--- config.mk ---
export PLATFORM = sky130hd
export DESIGN_NAME = twm_master
export DESIGN_NICKNAME = d
export VERILOG_FILES = /design/src/common/twm_pkg.sv /design/src/twm_master.sv
export SDC_FILE = /design/constraint.sdc
export NUM_CORES = 1
export LEC_CHECK = 0
export BUFFER_PORTS_ARGS = -buffer_cell sky130_fd_sc_hd__buf_2
export CORE_MARGIN = 2
export CORE_UTILIZATION = 60
export DETAILED_ROUTE_END_ITERATION = 12
export PLACE_DENSITY = 0.83
export SLEW_MARGIN = 0
export SYNTH_ARGS = -nofsm -noshare
export SYNTH_HDL_FRONTEND = slang
export SYNTH_SLANG_ARGS = --single-unit
--- constraint.sdc ---
create_clock -name clk -period 3.8 [get_ports clk]
set_clock_uncertainty 0.15 [all_clocks]
set_input_delay 0.76 -clock clk [delete_from_list [all_inputs] [get_ports clk]]
set_output_delay 0.76 -clock clk [all_outputs]
set_load 0.01 [all_outputs]
--- src/common/twm_pkg.sv ---
// package for the two-wire master front end: timing and command codes
// assumes a 25 MHz system clock driving the master logic
package twm_pkg;
   // system clock period in ns
   localparam int CLK_NS = 40;
   // power-up wait before first command, in us
   localparam int POWER_UP_WAIT_TIME_US = 100;
   localparam int PUP_CYC = (POWER_UP_WAIT_TIME_US * 1000 + CLK_NS - 1) / CLK_NS;
   // half period of the generated serial clock, in ns (100 kHz bus)
   localparam int HALF_NS = 5000;
   localparam int HALF_CYC = HALF_NS / CLK_NS;
   // last data bit index, and the acknowledge slot index
   localparam logic [3:0] BIT_LAST = 4'h7;
   localparam logic [3:0] ACK_SLOT = 4'h8;
   // last dummy clock index for bus recovery (ten clocks at most)
   localparam logic [3:0] RECOV_MAX = 4'h9;
   localparam int FIFO_DEPTH = 16;
   localparam int DATA_W = 8;
   // command codes carried beside each byte
   typedef enum logic [2:0] {
      TWM_CMD_WRITE   = 3'h0,
      TWM_CMD_READ    = 3'h1,
      TWM_CMD_START   = 3'h2,
      TWM_CMD_STOP    = 3'h3,
      TWM_CMD_RECOVER = 3'h4
   } twm_cmd_t;
endpackage

--- src/twm_master.sv ---
// two-wire bus master: start, stop, byte write/read with ack, recovery
// assumes an open-drain bus with pull-ups resolved by the surroundings
// Contract
// device ignores bus during its power-on reset
// master waits power-up time before commands
// data sampled on clock rise, changed on fall
// bytes shifted most significant bit first
// nine clocks per byte, ninth is ack
// no pauses or extra clocks within byte
// data changes only while clock low
// falling data, clock high, means start
// rising data, clock high, means stop
// device silent until a start is seen
// repeated start may replace a stop
// byte count between start, stop unrestricted
// bus idle only when both lines high
// sender releases after eighth, receiver acks ninth
// master nack ends read, device releases line
// receiver releases line after ack clock
// device only pulls data line low
// device standby after power-up, stop, write
// recovery clocks until data high, then start
// device ignores bus during internal write
// device deglitches both lines
`timescale 1ns/1ns
`default_nettype none

// command fifo between user and bus engine
module twm_fifo #(
   parameter int W = 8,
   parameter int D = 16
) (
   // clock and reset
   input  wire logic         clk,
   input  wire logic         rst_n,
   // fill side
   input  wire logic         in_valid,
   output logic              in_ready,
   input  wire logic [W-1:0] in_data,
   // drain side
   output logic              out_valid,
   input  wire logic         out_ready,
   output logic [W-1:0]      out_data
);
   localparam int AW = $clog2(D);
   logic [W-1:0] mem [D];
   logic [AW:0]  wp_r;
   logic [AW:0]  rp_r;
   logic         full;
   logic         empty;

   // extra pointer bit tells full from empty
   assign full      = (wp_r[AW] != rp_r[AW]) && (wp_r[AW-1:0] == rp_r[AW-1:0]);
   assign empty     = (wp_r == rp_r);
   assign in_ready  = !full;
   assign out_valid = !empty;
   assign out_data  = mem[rp_r[AW-1:0]];

   // storage written without reset
   always_ff @(posedge clk) begin
      if (in_valid && !full) begin
         mem[wp_r[AW-1:0]] <= in_data;
      end
   end

   // pointers
   always_ff @(posedge clk or negedge rst_n) begin
      if (!rst_n) begin
         wp_r <= '0;
         rp_r <= '0;
      end else begin
         if (in_valid && !full) begin
            wp_r <= wp_r + 1'b1;
         end
         if (out_ready && !empty) begin
            rp_r <= rp_r + 1'b1;
         end
      end
   end
endmodule

// bus engine; the engine makes the serial clock by dividing clk
module twm_master (
   // clock and reset
   input  wire logic       clk,
   input  wire logic       rst_n,
   // command input: cmd code plus write byte
   input  wire logic       cmd_valid,
   output logic            cmd_ready,
   input  wire logic [2:0] cmd_code,
   input  wire logic [7:0] cmd_data,
   input  wire logic       cmd_nack,
   // result output
   output logic            rsp_valid,
   output logic [7:0]      rsp_data,
   output logic            rsp_ack,
   output logic            ready_out,
   // bus pins, open drain
   output logic            scl_o,
   output logic            scl_oe,
   input  wire logic       sda_i,
   output logic            sda_o,
   output logic            sda_oe
);
   typedef enum logic [2:0] {
      TWM_S_PUP   = 3'b000,
      TWM_S_IDLE  = 3'b001,
      TWM_S_START = 3'b010,
      TWM_S_BIT   = 3'b011,
      TWM_S_STOP  = 3'b100,
      TWM_S_RECOV = 3'b101
   } twm_state_t;

   twm_state_t   st_r;
   logic [14:0]  tmr_r;
   logic [1:0]   ph_r;
   logic [3:0]   bit_r;
   logic [7:0]   sh_r;
   logic         rd_r;
   logic         nack_r;
   logic         scl_low_r;
   logic         sda_low_r;
   logic [2:0]   sda_sync_r;
   logic         sda_s;
   logic         tick;
   logic         f_valid;
   logic         f_take;
   logic [11:0]  f_data;
   logic         rsp_valid_r;
   logic [7:0]   rsp_data_r;
   logic         rsp_ack_r;
   logic         open_r;

   // command queue; drain stalls while a byte is on the bus
   twm_fifo #(.W(12), .D(twm_pkg::FIFO_DEPTH)) u_fifo (
      .clk       (clk),
      .rst_n     (rst_n),
      .in_valid  (cmd_valid),
      .in_ready  (cmd_ready),
      .in_data   ({cmd_nack, cmd_code, cmd_data}),
      .out_valid (f_valid),
      .out_ready (f_take),
      .out_data  (f_data)
   );

   // data line input: three stages, change counted when last two agree
   always_ff @(posedge clk or negedge rst_n) begin
      if (!rst_n) begin
         sda_sync_r <= 3'h7;
         sda_s      <= 1'b1;
      end else begin
         sda_sync_r <= {sda_sync_r[1:0], sda_i};
         if (sda_sync_r[2] == sda_sync_r[1]) begin
            sda_s <= sda_sync_r[2];
         end
      end
   end

   // quarter-bit phase timer
   assign tick   = (tmr_r == 15'h0000);
   assign f_take = f_valid && (st_r == TWM_S_IDLE);

   always_ff @(posedge clk or negedge rst_n) begin
      if (!rst_n) begin
         tmr_r <= 15'(twm_pkg::PUP_CYC);
      end else if (tick || f_take) begin
         tmr_r <= 15'(twm_pkg::HALF_CYC / 2 - 1);
      end else begin
         tmr_r <= tmr_r - 15'h0001;
      end
   end

   // bus sequencer
   always_ff @(posedge clk or negedge rst_n) begin
      if (!rst_n) begin
         st_r        <= TWM_S_PUP;
         ph_r        <= 2'h0;
         bit_r       <= 4'h0;
         sh_r        <= 8'h00;
         rd_r        <= 1'b0;
         nack_r      <= 1'b0;
         scl_low_r   <= 1'b0;
         sda_low_r   <= 1'b0;
         rsp_valid_r <= 1'b0;
         rsp_data_r  <= 8'h00;
         rsp_ack_r   <= 1'b0;
         open_r      <= 1'b0;
      end else begin
         rsp_valid_r <= 1'b0;
         case (st_r)
            // power-up wait
            TWM_S_PUP: begin
               if (tick) begin
                  st_r <= TWM_S_IDLE;
               end
            end
            TWM_S_IDLE: begin
               ph_r  <= 2'h0;
               bit_r <= 4'h0;
               // data let go a cycle after clock falls, never together
               sda_low_r <= 1'b0;
               // any number of bytes between start and stop
               if (f_take) begin
                  sh_r   <= f_data[7:0];
                  nack_r <= f_data[11];
                  rd_r   <= (f_data[10:8] == 3'(twm_pkg::TWM_CMD_READ));
                  case (f_data[10:8])
                     3'(twm_pkg::TWM_CMD_START):   st_r <= TWM_S_START;
                     3'(twm_pkg::TWM_CMD_STOP):    st_r <= TWM_S_STOP;
                     3'(twm_pkg::TWM_CMD_RECOVER): st_r <= TWM_S_RECOV;
                     default:                      st_r <= TWM_S_BIT;
                  endcase
               end
            end
            // start or repeated start: release data, clock high, pull data
            TWM_S_START: begin
               if (tick) begin
                  ph_r <= ph_r + 2'h1;
                  case (ph_r)
                     2'h0: sda_low_r <= 1'b0;
                     2'h1: scl_low_r <= 1'b0;
                     2'h2: sda_low_r <= 1'b1;
                     default: begin
                        scl_low_r <= 1'b1;
                        open_r    <= 1'b1;
                        st_r      <= TWM_S_IDLE;
                     end
                  endcase
               end
            end
            // nine clocks, msb first, no pauses
            TWM_S_BIT: begin
               if (tick) begin
                  ph_r <= ph_r + 2'h1;
                  case (ph_r)
                     // data set while clock low
                     2'h0: begin
                        if (bit_r == twm_pkg::ACK_SLOT) begin
                           sda_low_r <= rd_r && !nack_r;
                        end else begin
                           sda_low_r <= !rd_r && !sh_r[7];
                        end
                     end
                     2'h1: scl_low_r <= 1'b0;
                     // sample mid high phase
                     2'h2: begin
                        if (bit_r == twm_pkg::ACK_SLOT) begin
                           rsp_ack_r <= !sda_s;
                        end else begin
                           sh_r <= {sh_r[6:0], sda_s};
                        end
                     end
                     default: begin
                        scl_low_r <= 1'b1;
                        // answer after ack clock; idle then frees data
                        if (bit_r == twm_pkg::ACK_SLOT) begin
                           rsp_valid_r <= 1'b1;
                           rsp_data_r  <= sh_r;
                           st_r        <= TWM_S_IDLE;
                        end
                        bit_r <= bit_r + 4'h1;
                     end
                  endcase
               end
            end
            // stop: data low, clock high, release data
            TWM_S_STOP: begin
               if (tick) begin
                  ph_r <= ph_r + 2'h1;
                  case (ph_r)
                     // bus already idle: pulling data would be a start
                     2'h0: begin
                        if (open_r) begin
                           sda_low_r <= 1'b1;
                        end else begin
                           st_r <= TWM_S_IDLE;
                        end
                     end
                     2'h1: scl_low_r <= 1'b0;
                     2'h2: sda_low_r <= 1'b0;
                     default: begin
                        open_r <= 1'b0;
                        st_r   <= TWM_S_IDLE;
                     end
                  endcase
               end
            end
            // dummy clocks until data high, at most ten
            TWM_S_RECOV: begin
               if (tick) begin
                  ph_r      <= ph_r + 2'h1;
                  sda_low_r <= 1'b0;
                  case (ph_r)
                     2'h0: scl_low_r <= 1'b1;
                     2'h1: scl_low_r <= 1'b0;
                     2'h2: begin
                        if (sda_s || bit_r == twm_pkg::RECOV_MAX) begin
                           rsp_ack_r   <= sda_s;
                           rsp_valid_r <= 1'b1;
                           rsp_data_r  <= 8'h00;
                           open_r      <= 1'b0;
                           st_r        <= TWM_S_IDLE;
                        end
                     end
                     default: bit_r <= bit_r + 4'h1;
                  endcase
               end
            end
            default: st_r <= TWM_S_IDLE;
         endcase
      end
   end

   // outputs registered; pins only ever pull low (open drain)
   always_ff @(posedge clk or negedge rst_n) begin
      if (!rst_n) begin
         scl_oe    <= 1'b0;
         sda_oe    <= 1'b0;
         ready_out <= 1'b0;
      end else begin
         scl_oe    <= scl_low_r;
         sda_oe    <= sda_low_r;
         ready_out <= (st_r != TWM_S_PUP);
      end
   end

   assign scl_o     = 1'b0;
   assign sda_o     = 1'b0;
   assign rsp_valid = rsp_valid_r;
   assign rsp_data  = rsp_data_r;
   assign rsp_ack   = rsp_ack_r;
endmodule
`default_nettype wire

* Word-level counts from Yosys, hierarchy flattened
Memories as Yosys holds them, arrays and structs flattened.
Index checks and enable logic that the tools add are counted.
** Word-level totals
- Input port bits :: 16
- Bits in writable memories :: 192
- Output and inout bits :: 16
- Logic and storage cells :: 185
- Bits in registers :: 64
- Bits in latches :: 0
- Bits in read-only memories :: 0
- Memories kept :: 1
** Operators by class
- Magnitude comparators :: 0
- Multiply operators :: 0
- Shifts and indexed selects :: 0
- Bitwise logic cells :: 0
- Equal/unequal tests :: 44
- Reduce and logical (&&, ||, !) cells :: 41
- Muxes and demuxes :: 74
- $add $sub $neg :: 5
- Divide/modulo/power cells :: 0
** Memories
- u_fifo.mem :: depth 16, width 12, rd ports 1, clocked after Yosys merged registers in 0, write ports 1, RTL line twm_master.sv:46 : logic [W-1:0] mem [D];
** Operator list (number)
- $mux 8 :: 10
- $ne 2x2->1 const B :: 19
- $mux 3 :: 12
- $mux 1 :: 32
- $pmux 8 s2 :: 2
- $reduce_and 7->1 :: 3
- $pmux 3 s6 :: 1
- $logic_not 15->1 :: 1
- $mux 15 :: 1
- $sub 15x1->15 const B :: 1
- $reduce_and 13->1 :: 1
- $eq 3x2->1 const B :: 4
- $ne 3x3->1 const B :: 4
- $pmux 1 s2 :: 6
- $add 5x1->5 const B :: 2
- $eq 3x3->1 const B :: 3
- $pmux 3 s3 :: 1
- $reduce_and 9->1 :: 1
- $reduce_bool 3->1 :: 3
- $eq 4x4->1 const B :: 2
- $mux 4 :: 2
- $pmux 4 s2 :: 1
- $reduce_and 8->1 :: 1
- $reduce_bool 2->1 :: 4
- other kinds (28) :: 47

* Logic depth before layout (Yosys ltp)
Gate-level depths: netlist of the first run.
- Depth after elaboration :: 6
- Mapped depth :: 9

* Cells and area by module
From an unflattened synthesis of the first run, not the netlist that was laid out.
** Unflattened totals
- Cells, all modules :: 655
- Area, all modules :: 10855.4 sq um
** By module, submodules not included
- twm_fifo :: area an instance 7946.4 sq um, seq. area each 6015.8 sq um, cells an instance 376, times used 1
- twm_master :: area an instance 2909.0 sq um, seq. area each 1362.6 sq um, cells an instance 279, times used 1

* Least setup slack after synthesis of the first run
No wires, ideal clock.
- Path kind :: reg-to-reg
- Start point :: register u_fifo.wp_r[3]
- End point :: memory u_fifo.mem[3][0], enable pin
- Required time :: 3.254 ns
- Path slack :: 0.897 ns
- Setup time :: 0.396 ns
- Arrival time :: 2.357 ns
- Buffers on the path :: 2
- Cell stages (with the launch flop) :: 9
- Cell sequence :: dfrtp_1 > clkbuf_1 > xor2_1 > nor4_1 > nand2_1 > and2_1 > clkbuf_1 > nand2_1 > nor3_1
** Between the ends
- Cells in the longest elaborated chain, start to end :: 6
** RTL lines
- start, declared :: RTL line twm_master.sv:47 : logic [AW:0] wp_r;
- start signal, assigned :: RTL line twm_master.sv:73 : wp_r <= wp_r + 1'b1;
- $eq 4x4->1 :: RTL line twm_master.sv:53 : assign full = (wp_r[AW] != rp_r[AW]) && (wp_r[AW-1:0] == rp_r[AW-1:0]);
- $logic_and 1x1->1 :: RTL line twm_master.sv:53
- $logic_not 1->1
- via cmd_ready :: RTL line twm_master.sv:89 : output logic cmd_ready,
- $logic_and 1x1->1 :: RTL line twm_master.sv:61 : if (in_valid && !full) begin
- $mux 1 :: RTL line twm_master.sv:61
- $mux 1 (implied by the code) :: RTL line twm_master.sv:62 : mem[wp_r[AW-1:0]] <= in_data;
- end, declared :: RTL line twm_master.sv:46
The timed path passes the listed nets, and every way through them passes these cells.

* Worst setup path after layout of the first run
- Start point :: register u_fifo.rp_r[2]
- End point :: memory u_fifo.mem[11][5], enable pin
** Between the ends
- Cells in the longest elaborated chain, start to end :: 6
** RTL lines
- start, declared :: RTL line twm_master.sv:48 : logic [AW:0] rp_r;
- start signal, assigned :: RTL line twm_master.sv:76 : rp_r <= rp_r + 1'b1;
- $eq 4x4->1 :: RTL line twm_master.sv:53
- $logic_and 1x1->1 :: RTL line twm_master.sv:53
- $logic_not 1->1 :: RTL line twm_master.sv:61
- $logic_and 1x1->1 :: RTL line twm_master.sv:61
- $mux 1 :: RTL line twm_master.sv:61
- $mux 1 (implied by the code) :: RTL line twm_master.sv:62
Every way passes these cells.

==> results.sh, run 1 <==
export IMPL_status="completed"
export IMPL_synth_area_sq_mm=0.01072
export IMPL_yosys_warnings=0
export IMPL_antenna_found_initial=0
export IMPL_finalHoldViolCount=0
export IMPL_slew_headroom_pct=24.84
export IMPL_grt_pass1_vias=6278
export IMPL_cap_violations=0
export IMPL_final_setup_viol_count=0
export IMPL_seq_area_sq_mm=0.007382
export IMPL_post_route_period_util_pct=80.82
export IMPL_routed_via_density=6.390
export IMPL_worstMarginPinSlew_ns=1.123
export IMPL_cts_repair_resized=0
export IMPL_place_hpwl_um=14420
export IMPL_power_w=0.008861
export IMPL_grt_overflow_total=0
export IMPL_hold_class="in -> async"
export IMPL_drc=0
export IMPL_num_antenna_cells=0
export IMPL_synth_seq_area_share_pct=68.84
export IMPL_setup_slack_ns=0.7288
export IMPL_cts_root_to_sink_buffers=3
export IMPL_portBuffers=29
export IMPL_fin_tns_setup_ns=0
export IMPL_dpl_cell_count=931
export IMPL_crit_type="reg -> reg"
export IMPL_avgRoutedWirePerCell_um=22.93
export IMPL_synth_seq_cells=256
export IMPL_pre_cts_slack_ns=0.7750
export IMPL_htree_levels=1
export IMPL_grt_start_max_net_pins=74
export IMPL_area_growth_pct=11.90
export IMPL_gp_congestion=0.9246
export IMPL_synth_edff_count=192
export IMPL_clock_latency_ns=0.54
export IMPL_nets=766
export IMPL_reg2reg_slack_ns=0.73
export IMPL_multi_input_area_sq_mm=0.003134
export IMPL_finalMaxSlewViolations=0
export IMPL_core_sq_mm=0.01736
export IMPL_rows=48
export IMPL_detail_route_antenna_nets=0
export IMPL_fmax_mhz=325.6
export IMPL_vias=6256
export IMPL_dieWidth_um=137.7
export IMPL_fin_cells=979
export IMPL_drive_gt1_share_pct=18.70
export IMPL_start_util_pct=61.75
export IMPL_cp_end_kind="register"
export IMPL_avgSynthCellArea_sq_um=15.49
export IMPL_first_iter_violations=662
export IMPL_cts_tree="done"
export IMPL_rsz0062_at_grt="false"
export IMPL_clkTransAtPathRegs_ns=0.06
export IMPL_peakVddDrop_mv=0.4820
export IMPL_grt_usage_pct=24.82
export IMPL_synth_cell_types=59
export IMPL_numCtsBuffers=26
export IMPL_syn_inst=692
export IMPL_power_density_mw_per_mm2=738.8
export IMPL_cp_startpoint="u_fifo.rp_r[2]$_DFFE_PN0P_"
export IMPL_die_h_um=137.7
export IMPL_cp_max_fo=17
export IMPL_root_buffer="clkbuf_16"
export IMPL_clock_sinks=256
export IMPL_cellLeakagePower_nw=4.403
export IMPL_min_period_ns=3.071
export IMPL_cts_hold_buf=0
export IMPL_cts_setup_buffers=0
export IMPL_drt_total_wl_um=22450
export IMPL_die_area_sq_mm=0.01895
export IMPL_reg2reg_from="u_fifo.rp_r[2]$_DFFE_PN0P_"
export IMPL_fill_cells=1095
export IMPL_arrival_ns=3.07
export IMPL_ys_dominant_reg_cell="edfxtp_1"
export IMPL_grt_pass1_wl_um=35120
export IMPL_async_flop_share_pct=25.00
export IMPL_first_pass_iters=5
export IMPL_start_kind="register"
export IMPL_ios=32
export IMPL_required_ns=3.80
==> sequential cells by signal (all words and copies together), names as in the netlist, 2 cells and up <==
signal	flops
sh_r	8
sda_sync_r	3
u_fifo.rp_r	5
tmr_r	15
u_fifo.mem	192
bit_r	4
rsp_data	8
ph_r	2
st_r	3
u_fifo.wp_r	5
==> layer usage <==
metal,vias to the layer above,global-route usage [%],share of wire (%)
li1,2763,-,-
met1,3115,34.11,40
met2,323,41.13,50
met3,55,4.378,8.0
met4,0,7.446,2.7
met5,-,0,0
==> final timing paths <==
check,endpoint,depth (start not counted)
setup / recovery,u_fifo.mem[11][5]$_DFFE_PP_,6
hold / removal,rsp_data[2]$_DFFE_PN0P_,1
setup reg to reg,u_fifo.mem[11][5]$_DFFE_PP_,6
hold reg to reg,sda_sync_r[1]$_DFF_PN1_,0
max in group asynchronous,u_fifo.rp_r[0]$_DFFE_PN0P_,2
min in group clk,sda_sync_r[0]$_DFF_PN1_,1
==> area by class of cell <==
cell class	instances	share of cell area [%]
Clock buffer	29	5.519
Clock inverter	19	1.502
Inverter	18	0.5634
Multi-Input combinational cell	386	26.13
Sequential cell	256	61.55
Tap cell	225	2.347
Timing Repair Buffer	46	2.379
==> cells in the final DEF, fill, tap and decap left out, drive strengths merged, types with 10 or more instances in the layout <==
master and n:
edfxtp 192, dfrtp 55, nor2 48, buf 46, nand2 45, mux2i 45, o21ai 30, clkbuf 29
mux4 27, a221oi 23, inv 18, xnor2 18, ha 16, clkinv 16, a21oi 14, a31oi 12
a22oi 10, nor3 10, mux2 10
==> per-stage QoR <==
stage	instance area, sq um	utilization [%]	hold slack [ns]
after global placement	11150	64.24	0.2002
after floorplan	10720	-	0.1952
after CTS	11990	69.10	0.1589
after global routing	11990	69.10	0.1735
after detailed placement	11150	64.24	0.2039
final	11990	69.10	0.1472
==> power breakdown <==
part           total, W  switching (W)  internal, W  leakage (nW)
Clock           0.00250        0.00104      0.00146         0.416
Sequential      0.00372       0.000315      0.00341          2.53
Combinational   0.00264        0.00151      0.00113          1.46
Total           0.00886        0.00287      0.00599          4.40
==> Yosys cell counts, types with 2 or more instances <==
cell / n / area, sq um
buf_4: 3 / 22.52
dfstp_2: 9 / 236.5
nor2b_1: 3 / 18.77
a221oi_1: 22 / 192.7
nor2_1: 48 / 180.2
nand2b_1: 5 / 31.28
nand3_1: 9 / 45.04
xnor2_1: 18 / 157.7
or3_1: 2 / 12.51
a211oi_1: 3 / 22.52
nor3_1: 9 / 45.04
xor2_1: 7 / 61.31
mux2_2: 2 / 22.52
nand2_1: 45 / 168.9
and4_1: 2 / 17.52
o21a_1: 2 / 15.01
nor4_1: 5 / 31.28
o21ai_1: 2 / 10.01
o21ai_0: 27 / 135.1
dfrtp_1: 55 / 1376
o211ai_1: 2 / 15.01
nand3b_1: 2 / 15.01
edfxtp_1: 192 / 5766
clkbuf_1: 20 / 75.07
mux2_4: 8 / 120.1
a21oi_1: 14 / 70.07
nand4_1: 5 / 31.28
a22oi_1: 10 / 75.07
a31oi_1: 12 / 75.07
inv_1: 18 / 67.56
o31ai_1: 3 / 22.52
o22ai_1: 6 / 37.54
ha_1: 16 / 200.2
mux2i_1: 45 / 450.4
buf_2: 9 / 45.04
a21o_1: 3 / 22.52
mux4_2: 27 / 608.1
==> worst max-delay path, cell delays in order, from the launching register on <==
cell and delay [ns]:
dfrtp_1 0.75, xor2_1 0.21, nor4_1 0.09, nand2_1 0.08
and2_1 0.35, nand2_1 0.18, nor2_1 0.87
==> cell families (layout without fill, tap and decap cells) <==
logic type	Yosys count	count (layout)	synth area share, %
flops	256	256	68.84
simple gates	145	145	6.537
compound gates	114	114	7.273
mux	82	82	11.21
buf+inv	51	112	1.996
xor+xnor	25	25	2.043
fa+ha+maj	18	18	2.066
other cells	1	2	0.03499
(Power assumes the default switching activity.)
==> inputs of run 2 (changes only) <==
clock period = 2.85 ns   (was 3.8 ns; I/O delays follow)
==> results.sh, run 2 (synthesis results as in run 1) <==
export IMPL_antenna_found_initial=0
export IMPL_grt_start_max_net_pins=42
export IMPL_crit_type="reg -> reg"
export IMPL_drc=0
export IMPL_start_kind="register"
export IMPL_fmax_mhz=362.4
export IMPL_arrival_ns=3.02
export IMPL_cellLeakagePower_nw=4.514
export IMPL_root_buffer="clkbuf_16"
export IMPL_cp_max_fo=8
export IMPL_grt_usage_pct=24.09
export IMPL_post_route_period_util_pct=96.82
export IMPL_cp_startpoint="tmr_r[5]$_DFF_PN0_"
export IMPL_finalMaxSlewViolations=0
export IMPL_final_setup_viol_count=0
export IMPL_slowest_stage="or4_4"
export IMPL_dieWidth_um=137.7
export IMPL_max_stage_delay_ns=0.55
export IMPL_cap_violations=0
export IMPL_detail_route_antenna_nets=0
export IMPL_slew_headroom_pct=19.12
export IMPL_nets=787
export IMPL_vias=6268
export IMPL_drt_total_wl_um=22100
export IMPL_worstMarginPinSlew_ns=1.209
export IMPL_first_pass_iters=5
export IMPL_grt_pass1_vias=6266
export IMPL_grt_overflow_total=0
export IMPL_place_hpwl_um=14070
export IMPL_cts_tree="done"
export IMPL_rows=48
export IMPL_area_growth_pct=13.83
export IMPL_final_cell_mix="edfxtp_1, dfrtp_1, nor2_1"
export IMPL_gp_congestion=0.8582
export IMPL_reg2reg_slack_ns=0.09
export IMPL_largest_reg_flops=192
export IMPL_pre_cts_slack_ns=0.05032
export IMPL_setup_slack_ns=0.09055
export IMPL_die_h_um=137.7
export IMPL_portBuffers=29
export IMPL_grt_pass1_wl_um=34240
export IMPL_holdWs_ns=0.2155
export IMPL_routed_via_density=6.274
export IMPL_num_antenna_cells=0
export IMPL_avgRoutedWirePerCell_um=22.12
export IMPL_cp_cell_sequence="or4_4 > or4b_4 > nor4_4 > a21o_1 > o21ai_4 > mux2_4"
export IMPL_required_ns=3.11
export IMPL_numCtsBuffers=27
export IMPL_start_util_pct=61.75
export IMPL_cts_root_to_sink_buffers=3
export IMPL_hold_start="sda_sync_r[1]$_DFF_PN1_"
export IMPL_ios=32
export IMPL_status="completed"
export IMPL_peakVddDrop_mv=0.6403
export IMPL_hold_class="reg -> reg"
export IMPL_clock_sinks=256
export IMPL_core_sq_mm=0.01736
export IMPL_htree_levels=1
export IMPL_drive_gt1_share_pct=21.32
export IMPL_die_area_sq_mm=0.01895
export IMPL_cp_end_kind="register"
export IMPL_clkTransAtPathRegs_ns=0.06
export IMPL_reg2reg_from="tmr_r[5]$_DFF_PN0_"
export IMPL_power_density_mw_per_mm2=984.8
export IMPL_min_period_ns=2.759
export IMPL_rsz0062_at_grt="false"
export IMPL_layout_commonest_cell="edfxtp_1"
export IMPL_first_iter_violations=636
export IMPL_clock_latency_ns=0.55
export IMPL_finalHoldViolCount=0
run 2: changes by cell type in the layout (fill, tap and decap cells not counted), moves of 2 or more:
cell	previous run	this run
buf_4	16	34
clkinv_2	6	4
clkbuf_16	26	28
nor3_2	2	5
dlygate4sd3_1	0	2
clkinv_1	7	4
clkinv_4	2	0
clkbuf_1	3	6
nor3_1	8	5
run 2: worst max-delay path, delay by kind of cell (launching register included):
kind | cells | cell delay, ns
AOI/OAI and AO/OA | 2 | 0.34
muxes | 1 | 0.33
and+or+nand+nor | 3 | 1.40
DFF | 1 | 0.41
run 2: final timing paths:
path	to	cells after the start
worst max-delay path	sh_r[4]$_DFFE_PN0P_	6
worst min-delay path	sda_sync_r[2]$_DFF_PN1_	0
worst max register to register	sh_r[4]$_DFFE_PN0P_	6
worst min register to register	sda_sync_r[2]$_DFF_PN1_	0
max in group asynchronous	tmr_r[6]$_DFF_PN1_	3
min in group asynchronous	bit_r[3]$_DFFE_PN0P_	2
run 2: area by class of cell:
class / count / area (sq um)
Clock buffer: 36 / 744.5
Multi-Input combinational cell: 386 / 3161
Timing Repair Buffer: 66 / 440.4
Inverter: 18 / 67.56
Sequential cell: 256 / 7382
Fill cell: 1066 / 5156
Clock inverter: 12 / 123.9
Tap cell: 225 / 281.5
run 2: through the flow:
stage	cell area, sq um	utilization (%)	total power [W]	instances	TNS, ns
after floorplan	10730	-	0.007510	693	-1.891
after global placement	11290	65.02	0.008409	947	0
after detailed placement	11290	65.02	0.008586	947	0
after CTS	12170	70.14	0.01202	997	0
after global routing	12200	70.29	0.01255	999	0
final	12200	70.29	0.01201	999	0
run 2: timing repair:
| action | CTS | global route |
|---|---|---|
| resized for setup | 0 | 5 |
| setup endpoints to repair | 0 | 24 |
| hold endpoints to repair | 10 | 0 |
| hold buffers | 2 | 0 |
| buffers inserted | 0 | 2 |
run 2: power breakdown:
part,switching [W],internal [W],leakage [nW]
Clock,0.00138,0.00202,0.428
Combinational,0.00216,0.00161,1.56
Sequential,0.000299,0.00455,2.53
Total,0.00384,0.00818,4.51
run 2: routing by layer:
metal,track usage [%],part of all wire (%)
met5,0,0
met4,7.904,2.8
met3,4.157,8.2
met2,39.94,49
met1,32.78,40
==> inputs of run 3 (changes only) <==
CTS_BUF_LIST = sky130_fd_sc_hd__clkbuf_16   (was default)
==> results.sh, run 3 (synthesis results as in run 1) <==
export IMPL_cp_max_fo=5
export IMPL_largest_reg_flops=192
export IMPL_layout_commonest_cell="edfxtp_1"
export IMPL_fmax_mhz=362.6
export IMPL_status="completed"
export IMPL_slew_headroom_pct=19.84
export IMPL_numCtsBuffers=27
export IMPL_vias=6236
export IMPL_clkTransAtPathRegs_ns=0.06
export IMPL_drt_total_wl_um=22040
export IMPL_cp_cell_sequence="or4_4 > or4b_4 > nor3_2 > nand2b_1 > a221oi_2 > mux2_2"
export IMPL_grt_usage_pct=24.05
export IMPL_nets=787
export IMPL_finalMaxSlewViolations=0
export IMPL_clock_latency_ns=0.54
export IMPL_max_stage_delay_ns=0.55
export IMPL_num_antenna_cells=0
export IMPL_start_kind="register"
export IMPL_utilization_pct=70.21
export IMPL_detail_route_antenna_nets=0
export IMPL_avgRoutedWirePerCell_um=22.06
export IMPL_required_ns=3.13
export IMPL_die_h_um=137.7
export IMPL_grt_start_max_net_pins=42
export IMPL_finalHoldViolCount=0
export IMPL_antenna_found_initial=0
export IMPL_grt_pass1_wl_um=34170
export IMPL_core_sq_mm=0.01736
export IMPL_post_route_period_util_pct=96.76
export IMPL_final_cell_mix="edfxtp_1, dfrtp_1, nor2_1"
export IMPL_cts_root_to_sink_buffers=3
export IMPL_dieWidth_um=137.7
export IMPL_min_period_ns=2.758
export IMPL_pre_cts_slack_ns=0.05032
export IMPL_htree_levels=1
export IMPL_portBuffers=29
export IMPL_gp_congestion=0.8582
export IMPL_power_density_mw_per_mm2=981.1
export IMPL_fin_tns_setup_ns=0
export IMPL_cp_end_kind="register"
export IMPL_root_buffer="clkbuf_16"
export IMPL_drc=0
export IMPL_arrival_ns=3.04
export IMPL_first_pass_iters=5
export IMPL_routed_via_density=6.242
export IMPL_ios=32
export IMPL_rsz0062_at_grt="false"
export IMPL_start_util_pct=61.75
export IMPL_crit_buf_inv=0
export IMPL_crit_type="reg -> reg"
export IMPL_power_w=0.01196
export IMPL_hold_class="reg -> reg"
export IMPL_setup_slack_ns=0.09231
export IMPL_first_iter_violations=644
export IMPL_final_setup_viol_count=0
export IMPL_grt_pass1_vias=6268
export IMPL_fill_cells=1071
export IMPL_grt_overflow_total=0
export IMPL_path_delay_family="simple AND/OR/NAND/NOR gates"
export IMPL_rows=48
export IMPL_cts_tree="done"
export IMPL_worstMarginPinSlew_ns=1.198
export IMPL_peakVddDrop_mv=0.6431
export IMPL_clock_sinks=256
export IMPL_place_hpwl_um=14070
export IMPL_fin_cells=999
export IMPL_die_area_sq_mm=0.01895
export IMPL_drive_gt1_share_pct=21.06
export IMPL_dpl_cell_count=947
export IMPL_cellLeakagePower_nw=4.534
export IMPL_slowest_stage="or4_4"
export IMPL_cap_violations=0
export IMPL_area_growth_pct=13.71
-- run 3: repair_timing --
item / in CTS / in global routing
buffers inserted: 0 / 2
setup endpoints to repair: 0 / 24
endpoints found under the hold margin: 10 / 0
hold buffers: 2 / 0
resized for setup: 0 / 5
-- run 3: stage by stage --
| stage | hold WS [ns] | cell area, sq um |
|---|---|---|
| final | 0.2149 | 12190 |
| after global routing | 0.2207 | 12190 |
| after CTS | 0.2163 | 12160 |
| after detailed placement | 0.2042 | 11290 |
| after global placement | 0.2016 | 11290 |
| after floorplan | 0.1244 | 10730 |
-- run 3: final cells by class --
cell class	count	area [sq um]	share of cell area, %
well taps	225	281.5	2.310
flip-flops and latches	256	7382	60.57
clock buffers	28	700.7	5.749
repair buffers	66	440.4	3.614
clock inverters	20	153.9	1.263
inverters	18	67.56	0.5544
multi-input cells	386	3161	25.93
-- run 3: final timing paths --
kind                                         startpoint                 endpoint  slack [ns]  cells past startpoint
worst max-delay path                 tmr_r[5]$_DFF_PN0_    sda_low_r$_DFFE_PN0P_        0.09                      6
worst min-delay path            sda_sync_r[1]$_DFF_PN1_  sda_sync_r[2]$_DFF_PN1_        0.21                      0
worst max register to register       tmr_r[5]$_DFF_PN0_    sda_low_r$_DFFE_PN0P_        0.09                      6
worst min register to register  sda_sync_r[1]$_DFF_PN1_  sda_sync_r[2]$_DFF_PN1_        0.21                      0
max in group asynchronous                         rst_n       tmr_r[6]$_DFF_PN1_        1.52                      3
min in group asynchronous                         rst_n     bit_r[3]$_DFFE_PN0P_        0.31                      2
-- run 3: routing by layer --
layer | vias to the layer above | wire [um] | share of wire [%] | global-route usage [%]
met1 | 3092 | 8781 | 40 | 32.58
met5 | - | 0 | 0 | 0
met2 | 299 | 10840 | 49 | 39.99
li1 | 2793 | - | - | -
met3 | 52 | 1814 | 8.2 | 4.157
met4 | 0 | 606 | 2.7 | 7.961
-- run 3: power by group --
group	internal (W)	switching, W
clock network	0.00196	0.00138
registers	0.00455	0.000297
logic	0.00161	0.00216
total	0.00811	0.00384
